[src/include/fsr_params.svh]
`ifndef FSR_PARAMS_SVH
`define FSR_PARAMS_SVH

// Register byte offsets on the APB side.
`define FSR_OFS_RATIO     12'h000
`define FSR_OFS_OPTION    12'h004
`define FSR_OFS_CONFIG    12'h008
`define FSR_OFS_STATUS    12'h00c

// Clock ratio register fields.
`define FSR_RATIO_WRITTEN 7
`define FSR_RATIO_PRE8    6
`define FSR_RATIO_DIV_W   6

// Option shadow fields.
`define FSR_OPT_BACKDOOR  7
`define FSR_OPT_REDIR_OFF 6
`define FSR_OPT_LOCK_W    2
`define FSR_OPT_MASK      8'hc3
`define FSR_LOCK_OPEN     2'h2

// Configuration register fields.
`define FSR_CFG_KEYCMP    5
`define FSR_CFG_MASK      8'h20

// Status register fields.
`define FSR_STS_SEQERR    0
`define FSR_STS_SECURED   1

// Reset values.
`define FSR_RATIO_RST     8'h00
`define FSR_OPTION_RST    8'hff
`define FSR_CONFIG_RST    8'h00

// Prescaler and key geometry.
`define FSR_PRE_DIV       8
`define FSR_KEY_BYTES     8

// Timing of a program or erase pulse.
`define FSR_PCLK_MHZ      20
`define FSR_PULSE_MIN_NS  5000
`define FSR_PULSE_MAX_NS  6700
`define FSR_PULSE_MIN_CYC (((`FSR_PULSE_MIN_NS * `FSR_PCLK_MHZ) + 999) / 1000)
`define FSR_PULSE_MAX_CYC ((`FSR_PULSE_MAX_NS * `FSR_PCLK_MHZ) / 1000)

`endif

[src/include/fsr_pkg.sv]
package fsr_pkg;

	// A CPU write into the eight-byte key range.
	typedef struct packed {
		logic       valid;       // One-cycle write strobe.
		logic [2:0] idx;         // Byte position within the key range.
		logic [7:0] data;        // Byte written.
		logic       from_secure; // Write issued by code running from secure memory.
		logic       from_debug;  // Write issued through the halt debug mode port.
	} fsr_key_wr_s;

	// Decoded security view handed to the memory system.
	typedef struct packed {
		logic       secured;        // Security is engaged.
		logic       block_unsecure; // Unsecured sources must be blocked.
		logic       redirect_en;    // Interrupt vector redirection enabled.
		logic       backdoor_ok;    // Backdoor key mechanism allowed.
	} fsr_sec_s;

	// Key capture state.
	typedef enum logic [0:0] {
		KEY_IDLE,
		KEY_COLLECT
	} fsr_key_e;

endpackage

[src/hdl/fsr_flash_ctrl_security_regs.sv]
// The register offsets and the APB interface to the registers were left to the implementer.
`timescale 1ns/100ps
`include "fsr_params.svh"
// Function
// - ratio_written_flag clears on reset, sets on write
// - no program or erase until flag set
// - prescale_by_eight picks bus clock or clock/8
// - divider divides selected clock by ratio plus one
// - timing pulse is one flash clock period
// - pulse length stays between 5 and 6.7 us
// - option shadow loaded from source word at reset
// - backdoor_allowed zero never releases security by key
// - key bytes only from secure firmware, not debug
// - matching in-order eight-byte key releases security
// - redirect_off one disables vector redirection
// - only lock code 1:0 means unsecured
// - secured state blocks unsecured memory access
// - key match or blank check sets code 1:0
// - key_compare_enable steers key range writes
// - clearing key_compare_enable triggers key comparison
// - early program or erase sets sequence_error_flag
module fsr_flash_ctrl_security_regs (
	input  wire logic               pclk,
	input  wire logic               presetn,
	input  wire logic               psel,
	input  wire logic               penable,
	input  wire logic               pwrite,
	input  wire logic [11:0]        paddr,
	input  wire logic [31:0]        pwdata,
	output logic      [31:0]        prdata,
	output logic                    pready,
	output logic                    pslverr,
	input  wire logic [7:0]         option_source_word,
	input  wire logic [63:0]        stored_unlock_key,
	input  wire fsr_pkg::fsr_key_wr_s key_wr,
	input  wire logic               cmd_req,
	input  wire logic               blank_pass,
	output logic                    cmd_start,
	output logic                    cmd_grant,
	output logic                    flash_tick,
	output fsr_pkg::fsr_sec_s       sec
);

	// Divider value for a given ratio register content.
	function automatic logic [9:0] div_cycles(input logic [7:0] r);
		logic [9:0] base;
		base = {4'h0, r[5:0]} + 10'h001;
		div_cycles = r[`FSR_RATIO_PRE8] ? (base << 3) : base;
	endfunction

	// Address match against one register offset.
	function automatic logic hit(input logic [11:0] a, input logic [11:0] ofs);
		hit = (a == ofs);
	endfunction

	logic [7:0]        ratio_q;    // Clock ratio register.
	logic [7:0]        option_q;   // Option shadow register.
	logic              opt_load_q; // Option shadow still waits for its load.
	logic [7:0]        config_q;   // Configuration register.
	logic              seqerr_q;   // Sticky sequence error flag.
	logic              open_q;     // Security released until the next reset.
	logic [2:0]        pre_q;      // Divide-by-eight prescaler.
	logic [5:0]        div_q;      // Ratio counter.
	logic [63:0]       key_q;      // Captured comparison bytes.
	logic [3:0]        kcnt_q;     // Bytes captured in order.
	logic              kbad_q;     // A byte came out of order or from a bad source.
	fsr_pkg::fsr_key_e kst_q;      // Key capture state.
	logic              wr_en;      // APB write access phase.
	logic              pre_done;   // Prescaler output edge.
	logic [1:0]        lock_code;  // Effective lock state code.
	logic              keycmp_fall; // Key compare enable being cleared.

	// The slave answers in the first access cycle.
	assign pready = 1'b1;
	assign wr_en  = psel & penable & pwrite;

	// Unmapped offsets answer with an error.
	assign pslverr = psel & penable & ~(hit(paddr, `FSR_OFS_RATIO) | hit(paddr, `FSR_OFS_OPTION)
		| hit(paddr, `FSR_OFS_CONFIG) | hit(paddr, `FSR_OFS_STATUS));

	// Clock ratio register; the written flag is set by any write and never by data.
	always_ff @(posedge pclk or negedge presetn) begin
		if (!presetn) begin
			ratio_q <= `FSR_RATIO_RST;
		end else if (wr_en && hit(paddr, `FSR_OFS_RATIO)) begin
			ratio_q <= {1'b1, pwdata[6:0]};
		end
	end

	// Option shadow is loaded once, on the first edge after reset release.
	always_ff @(posedge pclk or negedge presetn) begin
		if (!presetn) begin
			option_q   <= `FSR_OPTION_RST;
			opt_load_q <= 1'b1;
		end else if (opt_load_q) begin
			option_q   <= option_source_word & `FSR_OPT_MASK;
			opt_load_q <= 1'b0;
		end
	end

	// Configuration register keeps only the key compare enable.
	always_ff @(posedge pclk or negedge presetn) begin
		if (!presetn) begin
			config_q <= `FSR_CONFIG_RST;
		end else if (wr_en && hit(paddr, `FSR_OFS_CONFIG)) begin
			config_q <= pwdata[7:0] & `FSR_CFG_MASK;
		end
	end

	// Clearing the enable with a write is the moment to compare the key.
	assign keycmp_fall = wr_en & hit(paddr, `FSR_OFS_CONFIG)
		& config_q[`FSR_CFG_KEYCMP] & ~pwdata[`FSR_CFG_KEYCMP];

	// Prescaler runs freely; its wrap marks one eighth of the bus rate.
	always_ff @(posedge pclk or negedge presetn) begin
		if (!presetn) begin
			pre_q <= 3'h0;
		end else begin
			pre_q <= pre_q + 3'h1;
		end
	end
	assign pre_done = ratio_q[`FSR_RATIO_PRE8] ? (pre_q == 3'h7) : 1'b1;

	// Ratio counter divides the selected clock by the field plus one.
	always_ff @(posedge pclk or negedge presetn) begin
		if (!presetn) begin
			div_q      <= 6'h00;
			flash_tick <= 1'b0;
		end else if (pre_done) begin
			if (div_q >= ratio_q[5:0]) begin
				div_q      <= 6'h00;
				flash_tick <= 1'b1;
			end else begin
				div_q      <= div_q + 6'h01;
				flash_tick <= 1'b0;
			end
		end else begin
			flash_tick <= 1'b0;
		end
	end

	// Program and erase requests pass only once the ratio has been written.
	assign cmd_grant = cmd_req & ratio_q[`FSR_RATIO_WRITTEN];

	// Sticky sequence error; a new refusal wins over the software clear.
	always_ff @(posedge pclk or negedge presetn) begin
		if (!presetn) begin
			seqerr_q <= 1'b0;
		end else if (cmd_req && !ratio_q[`FSR_RATIO_WRITTEN]) begin
			seqerr_q <= 1'b1;
		end else if (wr_en && hit(paddr, `FSR_OFS_STATUS) && pwdata[`FSR_STS_SEQERR]) begin
			seqerr_q <= 1'b0;
		end
	end

	// Key range writes start a command while compare is off.
	always_ff @(posedge pclk or negedge presetn) begin
		if (!presetn) begin
			cmd_start <= 1'b0;
		end else begin
			cmd_start <= key_wr.valid & ~config_q[`FSR_CFG_KEYCMP];
		end
	end

	// Key capture: bytes in ascending order from secure firmware only.
	always_ff @(posedge pclk or negedge presetn) begin
		if (!presetn) begin
			kst_q  <= fsr_pkg::KEY_IDLE;
			key_q  <= 64'h0;
			kcnt_q <= 4'h0;
			kbad_q <= 1'b0;
		end else begin
			case (kst_q)
				fsr_pkg::KEY_IDLE: begin
					// Arm a fresh capture when compare gets enabled.
					if (config_q[`FSR_CFG_KEYCMP]) begin
						kst_q  <= fsr_pkg::KEY_COLLECT;
						kcnt_q <= 4'h0;
						kbad_q <= 1'b0;
					end
				end
				fsr_pkg::KEY_COLLECT: begin
					if (!config_q[`FSR_CFG_KEYCMP]) begin
						kst_q <= fsr_pkg::KEY_IDLE;
					end else if (key_wr.valid) begin
						// Debug or unsecured writes spoil the entry.
						if (!key_wr.from_secure || key_wr.from_debug
							|| ({1'b0, key_wr.idx} != kcnt_q)) begin
							kbad_q <= 1'b1;
						end else begin
							key_q[63 - 8 * key_wr.idx -: 8] <= key_wr.data;
							kcnt_q <= kcnt_q + 4'h1;
						end
					end
				end
				default: begin
					kst_q <= fsr_pkg::KEY_IDLE;
				end
			endcase
		end
	end

	// Release of security, held until the next reset.
	always_ff @(posedge pclk or negedge presetn) begin
		if (!presetn) begin
			open_q <= 1'b0;
		end else if (blank_pass) begin
			open_q <= 1'b1;
		end else if (keycmp_fall && option_q[`FSR_OPT_BACKDOOR] && !kbad_q
			&& kcnt_q == 4'(`FSR_KEY_BYTES) && key_q == stored_unlock_key) begin
			open_q <= 1'b1;
		end
	end

	// Effective lock code and decoded security view.
	assign lock_code = open_q ? `FSR_LOCK_OPEN : option_q[1:0];
	always_comb begin
		sec.secured        = (lock_code != `FSR_LOCK_OPEN);
		sec.block_unsecure = sec.secured;
		sec.redirect_en    = ~option_q[`FSR_OPT_REDIR_OFF];
		sec.backdoor_ok    = option_q[`FSR_OPT_BACKDOOR];
	end

	// Read mux; reserved bits read as zero.
	always_comb begin
		prdata = 32'h0;
		if (psel && !pwrite) begin
			if (hit(paddr, `FSR_OFS_RATIO)) begin
				prdata[7:0] = ratio_q;
			end else if (hit(paddr, `FSR_OFS_OPTION)) begin
				prdata[7:0] = {option_q[7:2], lock_code};
			end else if (hit(paddr, `FSR_OFS_CONFIG)) begin
				prdata[7:0] = config_q;
			end else if (hit(paddr, `FSR_OFS_STATUS)) begin
				prdata[`FSR_STS_SEQERR]  = seqerr_q;
				prdata[`FSR_STS_SECURED] = sec.secured;
			end
		end
	end

	// Helper: cycles between flash ticks.
	logic [9:0] tick_gap_q;
	always_ff @(posedge pclk or negedge presetn) begin
		if (!presetn) begin
			tick_gap_q <= 10'h0;
		end else if (flash_tick) begin
			tick_gap_q <= 10'h1;
		end else if (tick_gap_q != 10'h3ff) begin
			tick_gap_q <= tick_gap_q + 10'h1;
		end
	end

	// Helper: ratio register stable since the last tick.
	// A write wins over a tick, so a period that straddles a change is never measured.
	logic ratio_stable_q;
	always_ff @(posedge pclk or negedge presetn) begin
		if (!presetn) begin
			ratio_stable_q <= 1'b0;
		end else if (wr_en && hit(paddr, `FSR_OFS_RATIO)) begin
			ratio_stable_q <= 1'b0;
		end else if (flash_tick) begin
			ratio_stable_q <= 1'b1;
		end
	end
endmodule // fsr_flash_ctrl_security_regs

[config.mk]
export PLATFORM = sky130hd
export DESIGN_NAME = fsr_flash_ctrl_security_regs
export DESIGN_NICKNAME = d
export VERILOG_FILES = /design/src/include/fsr_pkg.sv /design/src/hdl/fsr_flash_ctrl_security_regs.sv
export VERILOG_INCLUDE_DIRS = /design/src /design/src/include
export SDC_FILE = /design/constraint.sdc
export NUM_CORES = 1
export LEC_CHECK = 0
export BUFFER_PORTS_ARGS = -buffer_cell sky130_fd_sc_hd__buf_2
export CAP_MARGIN = 20
export CORE_ASPECT_RATIO = 1.4
export CORE_UTILIZATION = 25
export CTS_CLUSTER_DIAMETER = 100
export DETAILED_ROUTE_END_ITERATION = 6
export PLACE_DENSITY_LB_ADDON = 0.2
export SLEW_MARGIN = 0
export SYNTH_ARGS = -nofsm -noshare
export SYNTH_HDL_FRONTEND = slang
export SYNTH_SLANG_ARGS = --single-unit
[constraint.sdc]
create_clock -name pclk -period 2.6 [get_ports pclk]
set_clock_uncertainty 0.15 [all_clocks]
set_input_delay 0.26 -clock pclk [delete_from_list [all_inputs] [get_ports pclk]]
set_output_delay 0.26 -clock pclk [all_outputs]
set_load 0.1 [all_outputs]
; ---- After elaboration in Yosys (flattened, before gate mapping)
; Cells that the tools add are included.
; Widths: inputs -> output; s select.
[word_totals]
memories = 0
input_bits = 137
latch_bits = 0
out_inout_bits = 41
ramBits = 0
regBits = 101
romBits = 0
[op_classes]
shifts = 2
n_div = 0
multipliers = 0
bitwise_logic = 17
addsub = 5
eq_ne = 13
muxes = 27
n_lt_le_gt_ge = 1
n_reduce_logical = 22
[op_table]
columns = operator, n
row1 = $shift 8x34->71 const A, 1
row2 = $shiftx 8x34->71, 1
row3 = $bwmux 64, 1
row4 = $eq 64x64->1, 1
row5 = $neg 32->34, 1
row6 = $eq 12x4->1 const B, 2
row7 = $mux 8, 3
row8 = $mux 4, 5
row9 = $eq 12x3->1 const B, 1
row10 = $logic_not 12->1, 1
row11 = $mux 1, 12
row12 = $reduce_and 4->1, 3
row13 = $logic_and 1x1->1, 10
row14 = $ne 2x2->1 const B, 5
row15 = $and 1x1->1, 8
row16 = $pmux 4 s2, 1
row17 = $sub 6x6->7 const A, 1
row18 = $add 6x1->6 const B, 1
row19 = $ge 6x6->1, 1
row20 = $mux 2, 3
row21 = $mux 6, 1
row22 = $not 1->1, 6
row23 = $add 4x1->4 const B, 1
row24 = $eq 4x4->1 const B, 1
row25 = other kinds (9), 16

; ---- Longest topological paths before layout
; Gate-level depths: netlist of run 1.
[depth]
ltp_word = 11
mapped_depth = 8

; ---- Worst setup path before layout of run 1
; Ideal clock, no wire load.
[synth_timing]
path_kind = input to output
from = input port paddr[5]
to = output port prdata[1]
setup_slack_ps = -3586
stages = 4
t_arrival_ps = 5776
cell_sequence = nor4_1 -> nand3_1 -> or3b_2 -> a2111oi_0
[synth_via]
elab_chain_len = 6
[synth_lines]
columns = item, line_no
row1 = start: declaration, fsr_flash_ctrl_security_regs.sv:28  ; input wire logic [11:0] paddr,
row2 = $eq 12x4->1, fsr_flash_ctrl_security_regs.sv:53  ; hit = (a == ofs);
row3 = $mux 2, fsr_flash_ctrl_security_regs.sv:234  ; end else if (hit(paddr, `FSR_OFS_STATUS)) begin
row4 = $mux 2, fsr_flash_ctrl_security_regs.sv:232  ; end else if (hit(paddr, `FSR_OFS_CONFIG)) begin
row5 = $mux 8, fsr_flash_ctrl_security_regs.sv:230  ; end else if (hit(paddr, `FSR_OFS_OPTION)) begin
row6 = $mux 8 (*), fsr_flash_ctrl_security_regs.sv:228  ; if (hit(paddr, `FSR_OFS_RATIO)) begin
row7 = $mux 8 (*), fsr_flash_ctrl_security_regs.sv:227  ; if (psel && !pwrite) begin
row8 = end: declaration, fsr_flash_ctrl_security_regs.sv:30  ; output logic [31:0] prdata,
; Mark *: on every way between the ends. The rest lies on a longest branch, timed or not.

; ---- Final worst setup path of run 1
[layout_timing]
from = input port paddr[5]
to = output port prdata[3]
[layout_via]
elab_chain_len = 4
[layout_lines]
columns = item, line_no
row1 = $eq 12x3->1, fsr_flash_ctrl_security_regs.sv:53
row2 = $mux 8, fsr_flash_ctrl_security_regs.sv:230
row3 = $mux 8 (*), fsr_flash_ctrl_security_regs.sv:228
row4 = $mux 8 (*), fsr_flash_ctrl_security_regs.sv:227
; Marked as above.

==> flow_summary.ini, run 1 <==
[die]
fp.dieW_um = 123
initial_core_util_pct = 25.7
std_cell_rows = 61
core_mm2 = 0.0201
die_area_mm2 = 0.0212
fp.dieH_um = 172
io_pins = 178

[routing]
drc = 0
vias_per_cell = 4.33
first_pass_iters = 4
drt-initial-drc-count = 58
detail_route.wl_per_cell_um = 15.5
wl_mm = 13.0
antenna_left = 0
vias = 3644

[final_layout]
nets = 731
area_growth_pct = 29.0
layout-drive-gt1-share_pct = 41.3
final_common_cell = buf_2
most-common-layout-cells = buf_2 (114), dfrtp_1 (92), mux2_2 (71), xnor2_1 (36), xor2_1 (32)
final_area_mm2 = 0.00666
fill_cells = 2091
regArea_mm2 = 0.00246
multi_input_area_mm2 = 0.00253
instances_no_fill = 841

[timing]
max_freq_mhz = 415
relSlewSlack_pct = 58.7
setup_viol = 0
fin_crit_sh_pct = 92.7
tightest_slew_ps = 619
maxSlewViolCount = 0
grt_setup_unrepaired = false
layout_min_cycle_time_ps = 2410
timing.hold.ws_ps = 8.85
hold_viol = 0

[hold_path]
min_from = pwdata[3]
holdPathEnd = ratio_q[3]
whs_path_depth = 2
min_path_type = primary input to flop

[worst_setup_path]
r2r_slack_ps = 210
rr_worst_depth = 6
crit_path_start_kind = primary input
cp_data_required_time_ps = 2190
timing.rr.end = key_q[1]
worst-setup-path-type = primary input to primary output
cp_max_fo = 5
worstPathArrival_ps = 2000
rr_startpoint = kcnt_q[3]
end_kind = primary output

[place]
port_buffers = 123
dp.cells = 813
postPlaceCellArea_mm2 = 0.00626
hpwl_mm = 10.2
gp_congestion = 0.759

[clock_tree]
cts_htree_levels = 3
cts_buffers = 9
postCtsSetupBuffers = 0
cts_buffer_depth = 2
clk_pin_slew_ps = 70
cts-root-buf = clkbuf_16
clk-insertion-delay-late_ps = 350
cts_tree = done
clock-sinks = 98

[yosys]
synth_flop_cell = dfrtp_1
syn_inst = 437
ys_warn_count = 0
ys_seq_area_share_pct = 47.7
syn_area_mm2 = 0.00516
synthArstFlopShare_pct = 100
avgSynthCellArea_um2 = 11.8
synth_enable_flop_cells = 0
ys_ff_latch = 98
ys_types = 47

[flow_run]
drv_cap = 0

[power]
power.total_w = 0.00328
power_density_mw_per_mm2 = 493
vdd.ir_drop.worst_mv = 0.226
p_leak_nw = 3.22

[global_route]
grt_start_max_net_pins = 65
grt_pass1_vias = 3784
antenna_found_initial = 2
grt_pass1_wl_mm = 20.3
grt-ovfl-total = 0
grt_use_total_pct = 13.0

[status]
status = finished clean
==> registers in the layout, summed over array words and instances, names as in the netlist <==
name        flops
open_q          1
key_q          64
cmd_start       1
kcnt_q          4
kst_q           1
config_q        1
seqerr_q        1
pre_q           3
div_q           6
option_q        5
opt_load_q      1
kbad_q          1
flash_tick      1
ratio_q         8
==> power breakdown <==
part | leakage (nW) | switching, W | internal (W)
Clock | 0.139 | 0.000627 | 0.000666
Sequential | 1.32 | 0.00000757 | 0.00154
Combinational | 1.76 | 0.000321 | 0.000121
Total | 3.22 | 0.000956 | 0.00232
==> metal layers <==
metal	vias to the layer above	share of wire, %	global-route usage (%)
met2	130	50	22.8
li1	1751	-	-
met4	2	2.4	5.19
met5	-	0.077	0
met1	1738	41	14.5
met3	23	6.4	4.09
==> final cells by class <==
cell class	instances	share of cell area (%)
antenna	1	0.0376
clock buffer	9	3.38
clock inverter	7	0.883
inverter	19	1.07
multi-input combinational	308	38.0
sequential	98	36.9
tap	252	4.73
timing repair buffer	147	15.0
==> Yosys cell counts, types with 2 or more instances <==
cell      number  share of area, %
a21o_1         5              0.73
a21oi_1        6              0.58
a31oi_1        2              0.24
and2_1         3              0.36
and3_1         3              0.36
buf_2          3              0.29
buf_4         27               3.9
clkbuf_1       5              0.36
conb_1         2              0.15
dfrtp_1       92                45
dfstp_2        6               3.1
ha_1          11               2.7
inv_1         19               1.4
mux2_1         3              0.65
mux2_2        71                15
mux2i_1        3              0.58
nand2_1       15               1.1
nand2b_1       5              0.61
nand3_1        6              0.58
nand3b_1       2              0.29
nand4_1       11               1.3
nor2_1        12              0.87
nor2b_1        8              0.97
nor3_1         3              0.29
nor3b_4        2              0.73
nor4_1        12               1.5
nor4b_1        3              0.51
o21ai_0       11               1.1
o31ai_1        2              0.29
xnor2_1       36               6.1
xor2_1        32               5.4
==> per-stage QoR <==
stage | setup TNS, ps | utilization (%) | setup slack, ps
after floorplan | -546 | - | -252
after global placement | 0 | 31.2 | 134
after CTS | 0 | 33.2 | 107
after global routing | 0 | 33.2 | 44.7
after detailed placement | 0 | 31.2 | 134
final | 0 | 33.2 | 191
==> worst max path at each step <==
stage,from,endpoint,slack (ps),cells after the start
2_1_floorplan,paddr[5],prdata[0],-250,4
3_3_place_gp,kcnt_q[3],key_q[27],130,7
3_5_place_dp,kcnt_q[3],key_q[26],130,7
4_1_cts,kcnt_q[3],key_q[26],110,7
5_1_grt,paddr[5],prdata[3],40,8
6_report,paddr[5],prdata[3],190,8
==> worst max-delay path: stages <==
cell      delay (ps)
buf_2             90
nor4_1           270
nand3_1          220
or3b_2           500
nand2b_1         150
buf_4            180
nor2b_4          140
buf_12           180
==> logic make-up after synthesis <==
kind of cell / Yosys count / share of synthesized area [%]
XOR/XNOR: 68 / 11.5
multiplexers: 77 / 16.7
flip-flops: 98 / 47.7
AO/OA/AOI/OAI: 32 / 3.93
adder cells (fa/ha/maj): 11 / 2.67
other: 2 / 0.146
buffers and inverters: 55 / 6.18
AND/OR/NAND/NOR: 94 / 11.2
==> timing repair <==
action                     CTS  global route
setup endpoints to repair    0             9
hold endpoints to repair    38             0
gates resized for setup      0             1
hold buffers                11             0
Power figures use the tool's default switching activity.
==> inputs of run 2 (changes only) <==
PLACE_DENSITY = 0.46   (was unset)
PLACE_DENSITY_LB_ADDON = unset   (was 0.2)
==> run 2 against run 1 <==
Net effect: core utilization rose by 0.16 points; die area unchanged; total power increased by 1.6%; worst setup slack gained 18 ps; largest power group unchanged; first-iteration DRC count rose by 110%; critical path depth down 2; sequential power hardly changed; clock power is 4% higher; combinational power rose by 2%; register-to-register slack about the same; sequential share of layout area shrank 0.18 points.
==> flow_summary.ini, run 2 (same netlist as run 1, synthesis figures left out) <==
[status]
status = finished clean

[worst_setup_path]
worstPathArrival_ps = 2470
path_buf_inv = 0
max_stage_delay_ps = 380
worst-setup-path-type = flop to flop
cp_max_fo = 8
cp_data_required_time_ps = 2680
crit_slowest_cell = dfrtp_1
cp_cell_sequence = nand4bb_1, nor4_2, and3_1, and2_1, nand2_1, mux2_2
end_kind = flop
crit_path_start_kind = flop
critical-path-top-delay-family = simple AND/OR/NAND/NOR gates

[routing]
wl_mm = 13.2
antenna_left = 0
vias_per_cell = 4.38
vias = 3690
routed.top_layer = met5
wl_met1_mm = 5.63
detail_route.wl_per_cell_um = 15.7
met2_length_mm = 6.55
drc = 0
wl_met3_um = 913
drt-initial-drc-count = 119
first_pass_iters = 4

[final_layout]
top_regs = key_q: 64 flops, ratio_q: 8 flops, div_q: 6 flops
final_common_cell = buf_2
regArea_mm2 = 0.00246
area_growth_pct = 29.7
largest-register = key_q
final_area_mm2 = 0.00669
largest_reg_flops = 64
postLayoutCoreUtil_pct = 33.3
most-common-layout-cells = buf_2 (114), dfrtp_1 (92), mux2_2 (71), xnor2_1 (36), xor2_1 (32)
instances_no_fill = 843
multi_input_area_mm2 = 0.00254
nets = 733
layout-drive-gt1-share_pct = 41.7
fill_cells = 2048

[clock_tree]
cts_tree = done
cts-root-buf = clkbuf_16
cts_buffer_depth = 2
clk-insertion-delay-late_ps = 350
postCtsSetupBuffers = 0
clock-sinks = 98
cts_htree_levels = 3
cts_buffers = 9
clk_pin_slew_ps = 70

[timing]
fin_crit_sh_pct = 92.0
max_freq_mhz = 418
setup_tns_ps = 0
grt_setup_unrepaired = false
hold_viol = 0
relSlewSlack_pct = 60.2
setup_viol = 0
layout_min_cycle_time_ps = 2390
maxSlewViolCount = 0
tightest_slew_ps = 596

[place]
port_buffers = 123
hpwl_mm = 10.3
dp.cells = 815
postPlaceCellArea_mm2 = 0.00628
gp_congestion = 0.789

[global_route]
antenna_found_initial = 1
grt_pass1_vias = 3799
grt_use_total_pct = 13.2
grt_start_max_net_pins = 42
grt_pass1_wl_mm = 20.7
grt-ovfl-total = 0

[die]
die_area_mm2 = 0.0212
fp.dieW_um = 123
io_pins = 178
initial_core_util_pct = 25.7
fp.dieH_um = 172
core_mm2 = 0.0201
std_cell_rows = 61

[power]
power.total_w = 0.00333
power_density_mw_per_mm2 = 498
p_leak_nw = 3.24
vdd.ir_drop.worst_mv = 0.248

[hold_path]
min_path_type = primary input to flop

[flow_run]
drv_cap = 0
[run 2: path summary, 6_finish.rpt]
check | cells after the start | slack [ps] | endpoint | from
setup / recovery | 6 | 210 | key_q[43] | kcnt_q[3]
hold / removal | 2 | 20 | ratio_q[0] | pwdata[0]
setup reg to reg | 6 | 210 | key_q[43] | kcnt_q[3]
hold reg to reg | 1 | 280 | pre_q[0] | pre_q[0]
max in group asynchronous | 4 | 1240 | key_q[62] | presetn
min in group asynchronous | 2 | 300 | ratio_q[2] | presetn
[run 2: metal layers]
| layer | up-vias | global-route usage, % |
|---|---|---|
| li1 | 1765 | - |
| met1 | 1774 | 15.9 |
| met2 | 140 | 22.6 |
| met3 | 9 | 3.89 |
| met4 | 2 | 3.61 |
| met5 | - | 0 |
[run 2: layout make-up]
cell class	count	share of cell area [%]
Clock buffer	10	3.57
Sequential cell	98	36.8
Tap cell	252	4.71
Multi-Input combinational cell	308	38.0
Clock inverter	6	0.785
Antenna cell	1	0.0374
Inverter	19	1.07
Timing Repair Buffer	149	15.1
[run 2: stage by stage]
step	hold WS (ps)	setup WS (ps)
2_1_floorplan	-186	-252
3_3_place_gp	142	129
3_5_place_dp	150	113
4_1_cts	1.53	114
5_1_grt	5.25	29.3
6_report	15.6	209
[run 2: what timing repair did]
action                                  in CTS  in global routing
endpoints found under the setup margin       0                 21
hold buffers                                11                  0
endpoints found under the hold margin       49                  0
gates resized for setup                      0                  3
[run 2: worst register-to-register path: stages, from the launching register on]
cell       delay [ps]
dfrtp_1           380
nand4bb_1         230
nor4_2            330
and3_1            260
and2_1            260
nand2_1           310
mux2_2            370
[run 2: report_power, final]
group | switching [W] | internal, W
logic | 0.000325 | 0.000124
clock network | 0.000644 | 0.000694
registers | 0.00000857 | 0.00154
total | 0.000977 | 0.00235
